$ cat config.mk
export PLATFORM = sky130hd
export DESIGN_NAME = omc_top
export DESIGN_NICKNAME = d
export VERILOG_FILES = /design/src/hw/omc_pkg.sv /design/src/hw/omc_wake_det.sv /design/src/hw/omc_top.sv
export SDC_FILE = /design/constraint.sdc
export NUM_CORES = 1
export LEC_CHECK = 0
export BUFFER_PORTS_ARGS = -buffer_cell sky130_fd_sc_hd__buf_2
export CORE_ASPECT_RATIO = 1.75
export CORE_MARGIN = 10
export CORE_UTILIZATION = 55
export DETAILED_ROUTE_END_ITERATION = 8
export GPL_ROUTABILITY_DRIVEN = 0
export PLACE_DENSITY = 0.77
export REMOVE_ABC_BUFFERS = 1
export SYNTH_ARGS = -nofsm -noshare
export SYNTH_HDL_FRONTEND = slang
export SYNTH_SLANG_ARGS = --single-unit
export TNS_END_PERCENT = 10
$ cat constraint.sdc
create_clock -name core_clk -period 4.6 [get_ports core_clk]
set_clock_uncertainty 0.15 [all_clocks]
set_input_delay 0.92 -clock core_clk [delete_from_list [all_inputs] [get_ports core_clk]]
set_output_delay 0.92 -clock core_clk [all_outputs]
set_load 0.05 [all_outputs]
$ cat src/hw/omc_pkg.sv
// constants and types of the operating mode controller
package omc_pkg;
	// register port offsets (byte addresses)
	localparam logic [7:0] OSC_MODE_ADDR = 8'h00;
	localparam logic [7:0] WAKE_EN_ADDR  = 8'h04;
	localparam logic [7:0] STATUS_ADDR   = 8'h08;
	// oscillator mode register fields
	localparam int CPU_SLEEP_BIT  = 0;
	localparam int CPU_GREEN_BIT  = 1;
	localparam int STOP_HIGH_BIT  = 2;
	localparam int CLK_MODE_BIT   = 3;
	// reset values
	localparam logic [3:0] OSC_MODE_RST = 4'h0;
	localparam logic [3:0] WAKE_EN_RST  = 4'h0;
	// port widths
	localparam int PORT0_W = 8;
	localparam int PORT1_W = 4;
	// oscillator settle count after power down wake, in high clocks
	localparam int SETTLE_CLKS = 2048;
	localparam int CNT_W       = 12;
	// slow mode divider of the low clock
	localparam int SLOW_DIV = 4;
	// mode encodings, one-hot
	typedef enum logic [5:0] {
		OMC_NORMAL = 6'h01,
		OMC_SLOW   = 6'h02,
		OMC_SLEEP  = 6'h04,
		OMC_HALT   = 6'h08,
		OMC_GREEN  = 6'h10,
		OMC_SETTLE = 6'h20
	} omc_mode_e;
endpackage

$ cat src/hw/omc_wake_det.sv
// level change detector for a group of wake pins
`timescale 1ns/1ns
`default_nettype none
module omc_wake_det #(
	parameter int W = 8
) (
	// clock and reset
	input  wire logic         core_clk,
	input  wire logic         rst,
	input  wire logic         clk_en,
	// pins and control
	input  wire logic [W-1:0] pins,
	input  wire logic [W-1:0] enable,
	input  wire logic         capture,
	// result
	output logic              changed
);
	logic [W-1:0] sync1_ff;
	logic [W-1:0] sync2_ff;
	logic [W-1:0] ref_ff;

	// two stage synchroniser
	always_ff @(posedge core_clk or posedge rst) begin
		if (rst) begin
			sync1_ff <= '0;
			sync2_ff <= '0;
		end else if (clk_en) begin
			sync1_ff <= pins;
			sync2_ff <= sync1_ff;
		end
	end

	// reference level taken on entry to low power
	always_ff @(posedge core_clk or posedge rst) begin
		if (rst) begin
			ref_ff <= '0;
		end else if (clk_en && capture) begin
			ref_ff <= sync2_ff;
		end
	end

	assign changed = |((sync2_ff ^ ref_ff) & enable);
endmodule
`default_nettype wire

$ cat src/hw/omc_top.sv
// operating mode controller: mode state machine, control register, wake logic
`timescale 1ns/1ns
`default_nettype none
module omc_top (
	// clock and reset
	input  wire logic                          core_clk,
	input  wire logic                          rst,
	input  wire logic                          clk_en,
	// register port
	input  wire logic [7:0]                    reg_addr,
	input  wire logic [7:0]                    reg_wdata,
	input  wire logic                          reg_wr,
	input  wire logic                          reg_rd,
	output logic      [7:0]                    reg_rdata,
	// wake sources
	input  wire logic [omc_pkg::PORT0_W-1:0]   port_zero,
	input  wire logic [omc_pkg::PORT1_W-1:0]   port_one,
	input  wire logic                          wake_timer_ovf,
	input  wire logic                          wake_timer_en,
	// low clock tick, one cycle per low oscillator period
	input  wire logic                          low_clk_tick,
	// clock and core control
	output logic                               high_osc_on,
	output logic                               low_osc_on,
	output logic                               sys_clk_low_sel,
	output logic                               cpu_run,
	output logic                               cpu_clk_en,
	output logic                               wake_timer_run
);
	omc_pkg::omc_mode_e             mode_ff;
	omc_pkg::omc_mode_e             nxt_mode;
	logic [3:0]                     osc_mode_ff;
	logic [omc_pkg::PORT1_W-1:0]    wake_en_ff;
	logic [omc_pkg::CNT_W-1:0]      settle_ff;
	logic [1:0]                     div_ff;
	logic                           green_from_slow_ff;
	logic [7:0]                     reg_rdata_ff;
	logic                           p0_change;
	logic                           p1_change;
	logic                           pin_wake;
	logic                           capture;
	logic                           wr_osc;
	logic                           stop_high;
	logic                           settle_done;

	localparam logic [omc_pkg::CNT_W-1:0] SETTLE_LAST = omc_pkg::CNT_W'(omc_pkg::SETTLE_CLKS - 1);
	localparam logic [1:0]                DIV_LAST    = 2'(omc_pkg::SLOW_DIV - 1);

	assign wr_osc    = reg_wr && (reg_addr == omc_pkg::OSC_MODE_ADDR);
	assign stop_high = osc_mode_ff[omc_pkg::STOP_HIGH_BIT];
	assign capture   = (mode_ff == omc_pkg::OMC_NORMAL) || (mode_ff == omc_pkg::OMC_SLOW);

	omc_wake_det #(.W(omc_pkg::PORT0_W)) u_det0 (
		.core_clk (core_clk),
		.rst      (rst),
		.clk_en   (clk_en),
		.pins     (port_zero),
		.enable   ({omc_pkg::PORT0_W{1'b1}}),
		.capture  (capture),
		.changed  (p0_change)
	);

	omc_wake_det #(.W(omc_pkg::PORT1_W)) u_det1 (
		.core_clk (core_clk),
		.rst      (rst),
		.clk_en   (clk_en),
		.pins     (port_one),
		.enable   (wake_en_ff),
		.capture  (capture),
		.changed  (p1_change)
	);

	assign pin_wake    = p0_change || p1_change;
	assign settle_done = (settle_ff == SETTLE_LAST);

	// mode state machine
	always_comb begin
		nxt_mode = mode_ff;
		case (mode_ff)
			omc_pkg::OMC_NORMAL: begin
				if (wr_osc && reg_wdata[omc_pkg::CPU_SLEEP_BIT])
					nxt_mode = omc_pkg::OMC_SLEEP;
				else if (wr_osc && reg_wdata[omc_pkg::CPU_GREEN_BIT])
					nxt_mode = omc_pkg::OMC_GREEN;
				else if (wr_osc && reg_wdata[omc_pkg::STOP_HIGH_BIT] && !reg_wdata[omc_pkg::CLK_MODE_BIT])
					nxt_mode = omc_pkg::OMC_HALT;
				else if (wr_osc && reg_wdata[omc_pkg::CLK_MODE_BIT])
					nxt_mode = omc_pkg::OMC_SLOW;
			end
			omc_pkg::OMC_SLOW: begin
				if (wr_osc && reg_wdata[omc_pkg::CPU_SLEEP_BIT])
					nxt_mode = omc_pkg::OMC_SLEEP;
				else if (wr_osc && reg_wdata[omc_pkg::CPU_GREEN_BIT])
					nxt_mode = omc_pkg::OMC_GREEN;
				// clock mode 0 back to normal, or to halt with stop high set; software keeps order
				else if (wr_osc && !reg_wdata[omc_pkg::CLK_MODE_BIT])
					nxt_mode = reg_wdata[omc_pkg::STOP_HIGH_BIT] ? omc_pkg::OMC_HALT : omc_pkg::OMC_NORMAL;
			end
			// power down wake by pins only
			omc_pkg::OMC_SLEEP, omc_pkg::OMC_HALT: begin
				if (pin_wake)
					nxt_mode = omc_pkg::OMC_SETTLE;
			end
			omc_pkg::OMC_GREEN: begin
				// pins or enabled timer, no delay
				if (pin_wake || (wake_timer_en && wake_timer_ovf))
					nxt_mode = green_from_slow_ff ? omc_pkg::OMC_SLOW : omc_pkg::OMC_NORMAL;
			end
			omc_pkg::OMC_SETTLE: begin
				if (settle_done)
					nxt_mode = omc_pkg::OMC_NORMAL;
			end
			default: nxt_mode = omc_pkg::OMC_NORMAL;
		endcase
	end

	always_ff @(posedge core_clk or posedge rst) begin
		if (rst)
			mode_ff <= omc_pkg::OMC_NORMAL;
		else if (clk_en)
			mode_ff <= nxt_mode;
	end

	always_ff @(posedge core_clk or posedge rst) begin
		if (rst)
			green_from_slow_ff <= 1'b0;
		else if (clk_en && nxt_mode == omc_pkg::OMC_GREEN && mode_ff != omc_pkg::OMC_GREEN)
			green_from_slow_ff <= (mode_ff == omc_pkg::OMC_SLOW);
	end

	always_ff @(posedge core_clk or posedge rst) begin
		if (rst)
			settle_ff <= '0;
		else if (clk_en) begin
			if (mode_ff == omc_pkg::OMC_SETTLE)
				settle_ff <= settle_ff + 1'b1;
			else
				settle_ff <= '0;
		end
	end

	// oscillator mode register with hardware clears
	always_ff @(posedge core_clk or posedge rst) begin
		if (rst)
			osc_mode_ff <= omc_pkg::OSC_MODE_RST;
		else if (clk_en) begin
			// clear sleep on power down wake
			if ((mode_ff == omc_pkg::OMC_SLEEP || mode_ff == omc_pkg::OMC_HALT) && pin_wake) begin
				osc_mode_ff[omc_pkg::CPU_SLEEP_BIT] <= 1'b0;
				osc_mode_ff[omc_pkg::STOP_HIGH_BIT] <= 1'b0;
				osc_mode_ff[omc_pkg::CLK_MODE_BIT]  <= 1'b0;
			end
			if (mode_ff == omc_pkg::OMC_GREEN && nxt_mode != omc_pkg::OMC_GREEN)
				osc_mode_ff[omc_pkg::CPU_GREEN_BIT] <= 1'b0;
			// a software write in the same cycle as a wake clear wins
			if (wr_osc)
				osc_mode_ff <= reg_wdata[3:0];
		end
	end

	// port 1 wake enables
	always_ff @(posedge core_clk or posedge rst) begin
		if (rst)
			wake_en_ff <= omc_pkg::WAKE_EN_RST;
		else if (clk_en && reg_wr && reg_addr == omc_pkg::WAKE_EN_ADDR)
			wake_en_ff <= reg_wdata[omc_pkg::PORT1_W-1:0];
	end

	// register read data, one cycle after the strobe
	always_ff @(posedge core_clk or posedge rst) begin
		if (rst)
			reg_rdata_ff <= '0;
		else if (clk_en) begin
			if (!reg_rd)
				reg_rdata_ff <= '0;
			else if (reg_addr == omc_pkg::OSC_MODE_ADDR)
				reg_rdata_ff <= {4'h0, osc_mode_ff};
			else if (reg_addr == omc_pkg::WAKE_EN_ADDR)
				reg_rdata_ff <= {4'h0, wake_en_ff};
			else if (reg_addr == omc_pkg::STATUS_ADDR)
				reg_rdata_ff <= {2'h0, mode_ff};
			else
				reg_rdata_ff <= '0;
		end
	end
	assign reg_rdata = reg_rdata_ff;

	// slow mode divider of the low clock tick
	always_ff @(posedge core_clk or posedge rst) begin
		if (rst)
			div_ff <= '0;
		else if (clk_en) begin
			if (mode_ff != omc_pkg::OMC_SLOW)
				div_ff <= '0;
			else if (low_clk_tick)
				div_ff <= (div_ff == DIV_LAST) ? 2'h0 : div_ff + 2'h1;
		end
	end

	assign high_osc_on = (mode_ff == omc_pkg::OMC_NORMAL) || (mode_ff == omc_pkg::OMC_SETTLE)
		|| ((mode_ff == omc_pkg::OMC_SLOW || mode_ff == omc_pkg::OMC_GREEN) && !stop_high);
	assign low_osc_on  = !(mode_ff == omc_pkg::OMC_SLEEP || mode_ff == omc_pkg::OMC_HALT);
	assign sys_clk_low_sel = (mode_ff == omc_pkg::OMC_SLOW)
		|| (mode_ff == omc_pkg::OMC_GREEN && green_from_slow_ff);
	// core halted outside normal and slow
	assign cpu_run    = capture;
	assign cpu_clk_en = (mode_ff == omc_pkg::OMC_NORMAL)
		|| (mode_ff == omc_pkg::OMC_SLOW && low_clk_tick && div_ff == DIV_LAST);
	assign wake_timer_run = capture || (mode_ff == omc_pkg::OMC_GREEN);

	// assertion helpers
	logic [omc_pkg::CNT_W:0] settle_len_ff;
	always_ff @(posedge core_clk or posedge rst) begin
		if (rst)
			settle_len_ff <= '0;
		else if (clk_en)
			settle_len_ff <= (mode_ff == omc_pkg::OMC_SETTLE) ? settle_len_ff + 1'b1 : '0;
	end
endmodule
`default_nettype wire

# [Word-level counts from Yosys, hierarchy flattened]
# Cells that the tools add are included.
[totals] reg_bits=73 latch_bits=0 ram_bits=0 romBits=0 output_inout_bits=14 wordCells=100 n_memories=0
[op_classes] add_sub_neg=2 mul=0 n_div=0 order_cmp=0 n_eq_ne=14 shift=0 n_mux=25 n_bitwise=3 n_reduce_logical=42
[ops] operator="6-bit 2-to-1 mux" n=14
[ops] operator="6-bit one-hot mux with 5 select lines" n=1
[ops] operator="1-bit logical AND" n=19
[ops] operator="12-bit by 1-bit adder with 12-bit output, second input constant" n=1
[ops] operator="12-bit by 11-bit == test with 1-bit output, second input constant" n=1
[ops] operator="6-bit by 5-bit == test with 1-bit output, second input constant" n=2
[ops] operator="12-bit 2-to-1 mux" n=1
[ops] operator="6-bit by 5-bit != test with 1-bit output, second input constant" n=2
[ops] operator="1-bit logical OR" n=10
[ops] operator="2-bit 2-to-1 mux" n=5
[ops] operator="8-bit by 3-bit == test with 1-bit output, second input constant" n=1
[ops] operator="8-bit by 4-bit == test with 1-bit output, second input constant" n=1
[ops] operator="8-bit logical NOT" n=1
[ops] operator="4-bit 2-to-1 mux" n=2
[ops] operator="8-bit OR reduction" n=1
[ops] operator="8-bit XOR" n=1
[ops] operator="6-bit by 1-bit == test with 1-bit output, second input constant" n=1
[ops] operator="6-bit by 2-bit == test with 1-bit output, second input constant" n=1
[ops] operator="6-bit by 3-bit == test with 1-bit output, second input constant" n=1
[ops] operator="6-bit by 4-bit == test with 1-bit output, second input constant" n=1
[ops] operator="6-bit == test, second input constant" n=1
[ops] operator="6-bit by 2-bit != test with 1-bit output, second input constant" n=1
[ops] operator="2-bit AND reduction" n=3
[ops] operator="2-bit nonzero test" n=3
[ops] operator="8 further kinds" n=11

# [Longest topological paths before layout]
# Gate-level depths: netlist (run 1).
[depth] depth_word=12 ltp_mapped=6

# [Cells and area by module]
# Synthesis (run 1) repeated with hierarchy kept, for this count alone.
[unflattened] cells_unflattened=330 area_unflattened_um2=3606.0
[modules_own_cells] module="omc_top" n_inst=1 cells_per_inst=231 area_each_um2=2019.4 seq_area_each_um2=877.1
[modules_own_cells] module="omc_wake_det (u_det0)" n_inst=1 cells_per_inst=65 area_each_um2=1056.0 seq_area_each_um2=600.6
[modules_own_cells] module="omc_wake_det (u_det1)" n_inst=1 cells_per_inst=34 area_each_um2=530.5 seq_area_each_um2=300.3

# [Least setup slack after synthesis (run 1)]
# OpenSTA, ideal clock, no wires.
[synth_path] kind="reg2out" start="register mode_ff[2]" end="output port wake_timer_run" arrival_ns=1.796 required_time_ns=3.530 slack_ns=1.734 path_stages_with_launch=4 path_buffers=0 cell_sequence="dfrtp_1 or2_4 nor4_4 or2_2"
[synth_via] elab_chain_len=3 elab_cells_between_ends=5 classes_between="eq/ne: 3; reduce/logical: 2"
[synth_rtl] element="from (decl)" line="omc_top.sv:30" source="omc_pkg::omc_mode_e mode_ff;"
[synth_rtl] element="from (signal assigned)" line="omc_top.sv:119" source="mode_ff <= omc_pkg::OMC_NORMAL;"
[synth_rtl] element="from (signal assigned)" line="omc_top.sv:121" source="mode_ff <= nxt_mode;"
[synth_rtl] element="6-bit by 1-bit == test with 1-bit output / 6-bit by 2-bit == test with 1-bit output (equally long branches)" line="omc_top.sv:51" source="assign capture = (mode_ff == omc_pkg::OMC_NORMAL) || (mode_ff == omc_pkg::OMC_SLOW);"
[synth_rtl] element="1-bit logical OR (*)" line="omc_top.sv:51"
[synth_rtl] element="named net cpu_run" line="omc_top.sv:26" source="output logic cpu_run,"
[synth_rtl] element="1-bit logical OR (*)" line="omc_top.sv:209" source="assign wake_timer_run = capture || (mode_ff == omc_pkg::OMC_GREEN);"
[synth_rtl] element="to (decl)" line="omc_top.sv:28" source="output logic wake_timer_run"
# Mark *: on every way through the listed nets, which the timed path passes. The rest lies on a longest branch.

# [Final worst setup path (run 1)]
[layout_path] start="register mode_ff[4]" end="output port wake_timer_run"
[layout_via] elab_chain_len=3 elab_cells_between_ends=5 classes_between="eq/ne: 3; reduce/logical: 2"
[layout_rtl] element="6-bit by 1-bit == test with 1-bit output / 6-bit by 2-bit == test with 1-bit output (equally long branches)" line="omc_top.sv:51"
[layout_rtl] element="1-bit logical OR" line="omc_top.sv:51"
[layout_rtl] element="1-bit logical OR (*)" line="omc_top.sv:209"
# Mark *: on every way between the ends. The rest lies on a longest branch, timed or not.

==> results of run 1 <==
==> cells in the mapped netlist, types with 2 or more instances <==
| cell type | instances |
|---|---|
| dfrtp_1 | 70 |
| mux2_2 | 32 |
| nand2_1 | 25 |
| nor2_1 | 25 |
| o21ai_0 | 20 |
| inv_1 | 14 |
| nand3_1 | 14 |
| xnor2_1 | 12 |
| and3_1 | 10 |
| mux2_4 | 10 |
| xor2_1 | 9 |
| a21oi_1 | 7 |
| nand2b_1 | 7 |
| nand4_1 | 7 |
| clkbuf_1 | 6 |
| nor2b_1 | 6 |
| o211ai_1 | 6 |
| a31oi_1 | 5 |
| a22o_1 | 4 |
| buf_2 | 4 |
| nand4b_1 | 4 |
| o22ai_1 | 4 |
| buf_4 | 3 |
| buf_6 | 3 |
| nor3_1 | 3 |
| nor4_4 | 3 |
| a211oi_1 | 2 |
| and2_1 | 2 |
| ha_1 | 2 |
| nor4_1 | 2 |
| o31ai_1 | 2 |
==> cell families (layout without fill, tap and decap cells) <==
logic type | Yosys count | after routing | share of synthesized area
compound gates | 56 | 56 | 0.0962
xor+xnor | 21 | 21 | 0.0500
fa+ha+maj | 2 | 2 | 0.00680
buf+inv | 31 | 72 | 0.0425
flops | 71 | 71 | 0.483
mux | 43 | 43 | 0.141
other cells | 1 | 2 | 0.00102
simple gates | 117 | 117 | 0.179
==> area by class of cell <==
class / instances / area, um^2
multi-input cells: 241 / 1750
inverters: 14 / 52.6
clock inverters: 2 / 10.0
repair buffers: 45 / 230
flip-flops and latches: 71 / 1780
well taps: 82 / 103
fillers: 556 / 2370
clock buffers: 11 / 243
==> layer usage <==
layer  GRT usage  routed length (um)  share of wire
met1       0.161                2810           0.37
met5           0                   0              0
met4       0.109                 342          0.045
met3      0.0372                 426          0.056
met2       0.256                3960           0.53
==> registers in the layout, summed over array words and instances (netlist names) <==
register	flops
settle_ff	12
u_det0.ref_ff	8
u_det0.sync1_ff	8
u_det0.sync2_ff	8
mode_ff	6
reg_rdata	6
osc_mode_ff	4
u_det1.ref_ff	4
u_det1.sync1_ff	4
u_det1.sync2_ff	4
wake_en_ff	4
div_ff	2
green_from_slow_ff	1
==> power breakdown <==
part           switching (mW)  total (mW)  internal, mW
logic                   0.156       0.336         0.181
registers              0.0782       0.794         0.715
clock network           0.233       0.601         0.368
==> final timing paths <==
path / start / end / slack (ns) / cells past startpoint
min in group asynchronous: rst / u_det0.sync2_ff[6] / 0.70 / 2
min: u_det0.sync1_ff[3] / u_det0.sync2_ff[3] / 0.35 / 1
max reg2reg: mode_ff[0] / green_from_slow_ff / 2.40 / 5
max: mode_ff[4] / wake_timer_run / 1.45 / 4
min reg2reg: u_det0.sync1_ff[3] / u_det0.sync2_ff[3] / 0.35 / 1
max in group asynchronous: rst / mode_ff[0] / 2.69 / 3
==> per-stage QoR <==
| stage | instances | instance area [um^2] | hold WS [ns] |
|---|---|---|---|
| after global routing | 466 | 4170 | 0.371 |
| after detailed placement | 453 | 3910 | 0.342 |
| after floorplan | 326 | 3580 | 0.320 |
| final | 466 | 4170 | 0.352 |
| after global placement | 453 | 3910 | 0.334 |
| after CTS | 466 | 4170 | 0.354 |
==> key figures, run 1 <==
Placement
  – IO buf count: 43
  – Pre-CTS worst setup slack: 1.79 ns
  – DP HPWL: 5540 um

Setup path
  – Crit. End Element: output pin
  – Top delay family on crit path: simple AND/OR/NAND/NOR gates
  – CP required: roughly 3.5 ns
  – Worst Setup Path Type: reg2out
  – Worst EP arrival: between 2 and 2.5 ns
  – Critical path buffers and inverters: 1
  – Maximum fanout along the worst path: 11
  – Crit-path cells: nor4b_1 > and2_1 > or2_2 > buf_2
  – Slowest stage delay, CP: 0.60 ns
  – Slowest CP cell: dfrtp_1
  – Crit start category: register

Route
  – Pre-Repair DR Iteration Count: 4
  – Post-Route WL: approximately 7500 um
  – Number of nets still failing antenna checks after routing: 0
  – DR vias/cell: ~6
  – DRC Markers: 0
  – Initial drt markers: 185
  – Via count: between 2000 and 3000
  – WL/cell: 16.2 um

STA
  – Max Fclk: approximately 320 MHz
  – Worst slew pin tran: 1.04 ns
  – Rel. slew slack: 0.309
  – Slew Viols, Final: 0
  – Minimum clock period: around 3.2 ns
  – Total Neg Setup Slack: 0 ns
  – Final setup fails: 0
  – Hold Fails Final Rpt: 0
  – Unrepaired setup endpoints after global routing: false
  – Period utilisation layout: 0.685
  – Final WS setup: 1.45 ns

Die
  – Rows: 39
  – Initial Util: 0.563
  – Die Span Y: 128 um
  – Die width: around 82 um
  – Core area: roughly 6500 um^2
  – DIE AREA: 10500 um^2
  – # IOs: 50

Pwr
  – VDD IR-drop max: between 0.3 and 0.4 mV
  – Leakage: roughly 1.9 nW
  – Pwr Density: 416 nW/um^2
  – Total power: 1.73 mW

CTS
  – Clk Latency, worst-skew pair: 0.33 ns
  – Number of buffers created by CTS: 9
  – CTS Root Cell: clkbuf_16
  – Setup Buffers After CTS: 0
  – Post_cts resized: 0
  – CTS tree: done
  – H-tree depth: 3
  – CTS Hold Bufs: 0
  – Clock sinks: 71
  – CTS max path bufs: 2
  – Reg clk slew, reported paths: 0.05 ns

Cells and area
  – Final core occ: 0.637
  – Most common cell after layout, fill and taps aside: dfrtp_1
  – Share of cells above drive strength 1: 0.286
  – Layout overhead on the synthesized area: 13.2%
  – Nets: 420
  – Antenna fix cells: 0
  – Most frequent cells in the layout: 70 x dfrtp_1, 43 x buf_2, 32 x mux2_2

Yosys
  – Distinct cells, synth: 50
  – Post-synth top area cell: dfrtp_1
  – Syn Area/Cell: about 11 um^2
  – Synth area leaders: dfrtp_1 48%, mux2_2 9.8%, mux2_4 4.1%
  – Top_reg_cell synth: dfrtp_1
  – Synth Instances: 342
  – Synth top area share: 0.476
  – Flop and latch count out of synthesis: 71
  – Post-synth EDFFs: 0
  – Yosys Warn Count: 0
  – Register area share after synthesis: 0.483
  – Post-Syn Area: 3680 um^2
  – Fraction of registers with async set or reset after synthesis: 1.00

Outcome
  – Status: finished, final reports clean

Global route
  – Grt ovf: 0
  – Vias in the first global route: 2759
  – Global-route usage over all layers: 0.153
  – Largest net degree at the start of global routing: 52
  – First-pass GRT wire length: roughly 13000 um
  – Initial antenna violation count: 0

Hold path
  – Worst hold path type: reg2reg

Flow run
  – Maxcap violations: 0
(Power assumes the default switching activity.)
==> run 2: changes to the inputs <==
- CORE_UTILIZATION: 55 -> 52
- PLACE_DENSITY: 0.77 -> 0.76
- clock period: 4.6 -> 2.75 ns (I/O delays scaled with it)
==> key figures, run 2 (same netlist as run 1, synthesis figures left out) <==
Outcome
  – Status: finished, final reports clean

Setup path
  – R2r setup slk: 0.58 ns (-1.82 ns)
  – Critical path buffers and inverters: 1 (unchanged)
  – R2R cell count: 5 (unchanged)
  – Crit. End Element: output pin
  – Crit start category: register
  – CP required: 2.05 ns (-1.48 ns)
  – Slowest stage delay, CP: 0.70 ns (+0.10 ns)
  – Top delay family on crit path: flip-flops
  – Slowest CP cell: dfstp_2
  – Worst Setup Path Type: reg2out
  – RR Endpoint: green_from_slow_ff
  – Worst EP arrival: 1.90 ns (-0.18 ns)
  – Crit-path cells: xnor2_1 > nor4_4 > or2_2 > buf_2
  – Maximum fanout along the worst path: 13 (+2)
  – Worst r2r src: mode_ff[0]

Cells and area
  – Cell area after layout: 4280 um^2 (+2.7%)
  – Final std cells w/o fill: 474 (+1.7%)
  – Antenna fix cells: 0 (unchanged)
  – Most frequent cells in the layout: 70 x dfrtp_1, 43 x buf_2, 32 x mux2_2
  – Most common cell after layout, fill and taps aside: dfrtp_1
  – Largest register FFs: 12 (unchanged)
  – Nets: 423 (+0.71%)
  – Share of cells above drive strength 1: 0.300 (+0.0135)
  – Fillers: 554 (-0.36%)
  – Register name with the most flops: settle_ff
  – Layout overhead on the synthesized area: 16.3%

Hold path
  – Worst hold path type: in2async

Pwr
  – Pwr Density: 737 nW/um^2 (+77%)
  – Total power: 3.15 mW (+82%)
  – VDD IR-drop max: 0.893 mV (+150%)
  – Leakage: 1.93 nW (+2.5%)

Die
  – Core area: 6860 um^2 (+4.9%)
  – Die Span Y: 131 um (+2.4%)
  – Initial Util: 0.537 (-0.0261)
  – DIE AREA: 11000 um^2 (+4.6%)
  – Rows: 40 (+2.6%)
  – Die width: 83.6 um (+2.2%)
  – # IOs: 50 (unchanged)

CTS
  – H-tree depth: 3 (unchanged)
  – CTS Root Cell: clkbuf_16
  – Clock sinks: 71 (unchanged)
  – Clk Latency, worst-skew pair: 0.34 ns (about the same)
  – Reg clk slew, reported paths: 0.05 ns (about the same)
  – CTS max path bufs: 2 (unchanged)
  – CTS tree: done
  – Number of buffers created by CTS: 9 (unchanged)

Route
  – Initial drt markers: 176 (-4.9%)
  – DR vias/cell: 5.73 (-1.7%)
  – DRC Markers: 0 (unchanged)
  – WL/cell: 16.4 um (+1.5%)
  – Post-Route WL: 7790 um (+3.3%)
  – Pre-Repair DR Iteration Count: 4 (unchanged)
  – Via count: 2718 (unchanged)
  – Number of nets still failing antenna checks after routing: 0 (unchanged)

Global route
  – Grt ovf: 0 (unchanged)
  – First-pass GRT wire length: 13200 um (+5.2%)
  – Vias in the first global route: 2903 (+5.2%)
  – Largest net degree at the start of global routing: 72 (+38%)
  – Global-route usage over all layers: 0.144 (-0.00932)
  – Initial antenna violation count: 0 (unchanged)

STA
  – Max Fclk: 384 MHz
  – Period utilisation layout: 0.947
  – Rel. slew slack: 0.629 (+0.320)
  – Total Neg Setup Slack: 0 ns (unchanged)
  – Worst slew pin tran: 0.557 ns (-0.479 ns)
  – Final setup fails: 0 (unchanged)
  – Unrepaired setup endpoints after global routing: false
  – Slew Viols, Final: 0 (unchanged)
  – Minimum clock period: 2.60 ns
  – Hold Fails Final Rpt: 0 (unchanged)

Placement
  – IO buf count: 43 (unchanged)
  – DP HPWL: 5660 um (+2.2%)
  – Post-Place Cell Area: 3950 um^2 (+0.96%)
  – Post-placement cell count: 458 (+1.1%)

Flow run
  – Maxcap violations: 0 (unchanged)
[run 2: layout make-up]
type / count / area (um^2) / area share
clock inverters: 6 / 93.8 / 0.0219
well taps: 84 / 105 / 0.0246
inverters: 14 / 52.6 / 0.0123
clock buffers: 10 / 229 / 0.0535
repair buffers: 48 / 265 / 0.0620
flip-flops and latches: 71 / 1780 / 0.415
multi-input cells: 241 / 1760 / 0.410
[run 2: metrics by stage]
step / hold WS, ns / util / setup slack (ns)
CTS: 0.152 / 0.623 / 0.0535
floorplan: 0.320 / - / 0.242
global route: 0.169 / 0.624 / 0.0519
global placement: 0.335 / 0.576 / 0.347
finish: 0.135 / 0.624 / 0.146
detailed placement: 0.342 / 0.576 / 0.315
[run 2: report_power, final]
group          leakage (nW)  internal [mW]  switching, mW  total, mW
combinational         0.896          0.309          0.270      0.579
sequential            0.885           1.20          0.129       1.32
clock                 0.153          0.800          0.448       1.25
[run 2: timing repair]
action                                  CTS  global route
gates resized for setup                   0             1
hold buffers                              0             0
endpoints found under the setup margin    0             2
setup buffers                             0             0
endpoints found under the hold margin     0             0
[run 2: worst max path at each step]
stage	from	endpoint	slack, ns	depth (start not counted)
after floorplan	mode_ff[0]	wake_timer_run	0.24	3
after global placement	reg_addr[1]	green_from_slow_ff	0.35	6
after detailed placement	reg_addr[1]	green_from_slow_ff	0.32	6
after CTS	mode_ff[3]	sys_clk_low_sel	0.05	5
after global routing	mode_ff[0]	wake_timer_run	0.05	4
final	mode_ff[0]	wake_timer_run	0.15	4
[run 2: layer usage]
layer  global-route usage  wire (um)  vias up
met5                    0          0        -
met4               0.0804        259        0
met3               0.0408        364       13
met2                0.250       4100       80
met1                0.151       3070     1325
li1                     -          -     1300
[run 2: worst min-delay path, delay by kind of cell]
family | cells | cell delay [ns]
buf+inv | 3 | 0.47
==> run 3: changes to the inputs <==
- CORE_UTILIZATION: 52 -> 55
- PLACE_DENSITY: 0.76 -> 0.77
- clock period: 2.75 -> 2.7 ns (I/O delays scaled with it)
==> key figures, run 3 (same netlist as run 1, synthesis figures left out) <==
Cells and area
  – Multi-input combinational cell area: 1760 um^2 (unchanged)
  – Largest register FFs: 12 (unchanged)
  – Layout overhead on the synthesized area: 15.1%
  – Register name with the most flops: settle_ff
  – Most common cell after layout, fill and taps aside: dfrtp_1
  – Fillers: 558 (+0.72%)
  – Share of cells above drive strength 1: 0.304 (+0.00435)
  – Cell area after layout: 4240 um^2 (-1.0%)
  – Nets: 424 (+0.24%)
  – Antenna fix cells: 0 (unchanged)
  – FF/Latch Area: 1780 um^2 (unchanged)
  – Most frequent cells in the layout: 70 x dfrtp_1, 43 x buf_2, 32 x mux2_2

STA
  – Slew Viols, Final: 0 (unchanged)
  – Hold Fails Final Rpt: 0 (unchanged)
  – Total Neg Setup Slack: 0 ns (unchanged)
  – Minimum clock period: 2.63 ns
  – Final setup fails: 0 (unchanged)
  – Max Fclk: 380 MHz
  – Unrepaired setup endpoints after global routing: true
  – Period utilisation layout: 0.974

Route
  – Via count: 2725 (+0.26%)
  – Number of nets still failing antenna checks after routing: 0 (unchanged)
  – Initial drt markers: 180 (+2.3%)
  – Post-Route WL: 7700 um (-1.3%)
  – DR vias/cell: 5.76 (+0.47%)
  – WL/cell: 16.3 um (-1.0%)
  – DRC Markers: 0 (unchanged)
  – Pre-Repair DR Iteration Count: 4 (unchanged)

Die
  – Core area: 6540 um^2 (-4.6%)
  – Rows: 39 (-2.5%)
  – # IOs: 50 (unchanged)
  – Die Span Y: 128 um (-2.3%)
  – DIE AREA: 10500 um^2 (-4.4%)
  – Initial Util: 0.563 (+0.0261)
  – Die width: 81.8 um (-2.1%)

Outcome
  – Status: finished, final reports clean

Pwr
  – Leakage: 1.91 nW (-1.3%)
  – Pwr Density: 712 nW/um^2 (-3.4%)
  – VDD IR-drop max: 0.528 mV (-41%)

CTS
  – CTS Root Cell: clkbuf_16
  – Setup Buffers After CTS: 0 (unchanged)
  – Clk Latency, worst-skew pair: 0.34 ns (about the same)
  – Clock sinks: 71 (unchanged)
  – CTS max path bufs: 2 (unchanged)
  – CTS tree: done
  – Reg clk slew, reported paths: 0.06 ns (about the same)
  – H-tree depth: 3 (unchanged)
  – Number of buffers created by CTS: 9 (unchanged)

Placement
  – IO buf count: 43 (unchanged)
  – DP HPWL: 5630 um (-0.56%)
  – Post-Place Cell Area: 3960 um^2 (+0.13%)

Setup path
  – Crit-path cells: xnor2_1 > nor4_4 > or2_2 > buf_2
  – Worst Setup Path Type: reg2out
  – Slowest CP cell: dfstp_2
  – Maximum fanout along the worst path: 13 (unchanged)
  – CP required: 2.01 ns (-0.04 ns)
  – Crit. End Element: output pin
  – Worst EP arrival: 1.94 ns (+0.04 ns)
  – Crit start category: register
  – Critical path buffers and inverters: 1 (unchanged)
  – Top delay family on crit path: flip-flops
  – Slowest stage delay, CP: 0.70 ns (about the same)

Flow run
  – Maxcap violations: 0 (unchanged)

Global route
  – Global-route usage over all layers: 0.159 (+0.0148)
  – Initial antenna violation count: 0 (unchanged)
  – Grt ovf: 0 (unchanged)
  – Largest net degree at the start of global routing: 38 (-47%)
  – First-pass GRT wire length: 13200 um (-0.42%)
  – Vias in the first global route: 2875 (-0.96%)

Hold path
  – Worst hold path type: in2async
==> run 3: changes by cell type in the layout (fill, tap and decap cells not counted) <==
cell	change
buf_4	+1
clkinv_2	+2
clkinvlp_4	+3
clkbuf_1	-1
clkinv_4	-2
bufinv_16	-2
==> run 3: repair_timing <==
item                       CTS  global route
setup endpoints to repair    0             2
gates resized for setup      0             1
hold buffers                 0             0
==> run 3: layout make-up <==
| type | instances | share of cell area |
|---|---|---|
| flip-flops and latches | 71 | 0.420 |
| multi-input cells | 241 | 0.414 |
| repair buffers | 49 | 0.0644 |
| clock buffers | 9 | 0.0532 |
| well taps | 82 | 0.0242 |
| inverters | 14 | 0.0124 |
| clock inverters | 7 | 0.0115 |
==> run 3: per-layer routing <==
| metal | vias to the layer above | global-route usage | share of wire |
|---|---|---|---|
| li1 | 1301 | - | - |
| met5 | - | 0 | 0 |
| met3 | 19 | 0.0492 | 0.060 |
| met4 | 0 | 0.0936 | 0.036 |
| met1 | 1340 | 0.168 | 0.38 |
| met2 | 65 | 0.265 | 0.52 |
==> run 3: report_power, final <==
part	switching, mW	internal, mW	total, mW
logic	0.272	0.315	0.588
registers	0.131	1.22	1.35
clock network	0.458	0.620	1.08
total	0.861	2.15	3.01
==> run 3: worst paths after layout <==
| kind | slack, ns | start | end | cells past startpoint |
|---|---|---|---|---|
| max | 0.07 | mode_ff[0] | wake_timer_run | 4 |
| min | 0.07 | rst | u_det0.ref_ff[7] | 2 |
| max reg2reg | 0.50 | mode_ff[0] | u_det0.ref_ff[1] | 4 |
| min reg2reg | 0.35 | u_det0.sync1_ff[2] | u_det0.sync1_ff[2] | 1 |
| max in group asynchronous | 1.68 | rst | mode_ff[0] | 3 |
| min in group core_clk | 0.28 | port_one[2] | u_det1.sync1_ff[2] | 2 |
==> run 3: worst reg2reg max path: cells and delay by family (launching register included) <==
kind / cells / cell delay, ns
simple gates: 2 / 0.67
mux: 1 / 0.41
flops: 1 / 0.70
xor+xnor: 1 / 0.15
==> run 3: stage by stage <==
step            util  hold slack, ns  total power, mW  cells  worst slack, ns
4_1_cts        0.647          0.0894             3.04    473           0.0457
2_1_floorplan      -           0.320             1.79    326            0.202
6_report       0.648          0.0715             3.01    473           0.0715
5_1_grt        0.648           0.120             3.15    473          -0.0296
3_3_place_gp   0.605           0.334             1.93    457            0.298
3_5_place_dp   0.605           0.343             1.96    457            0.281
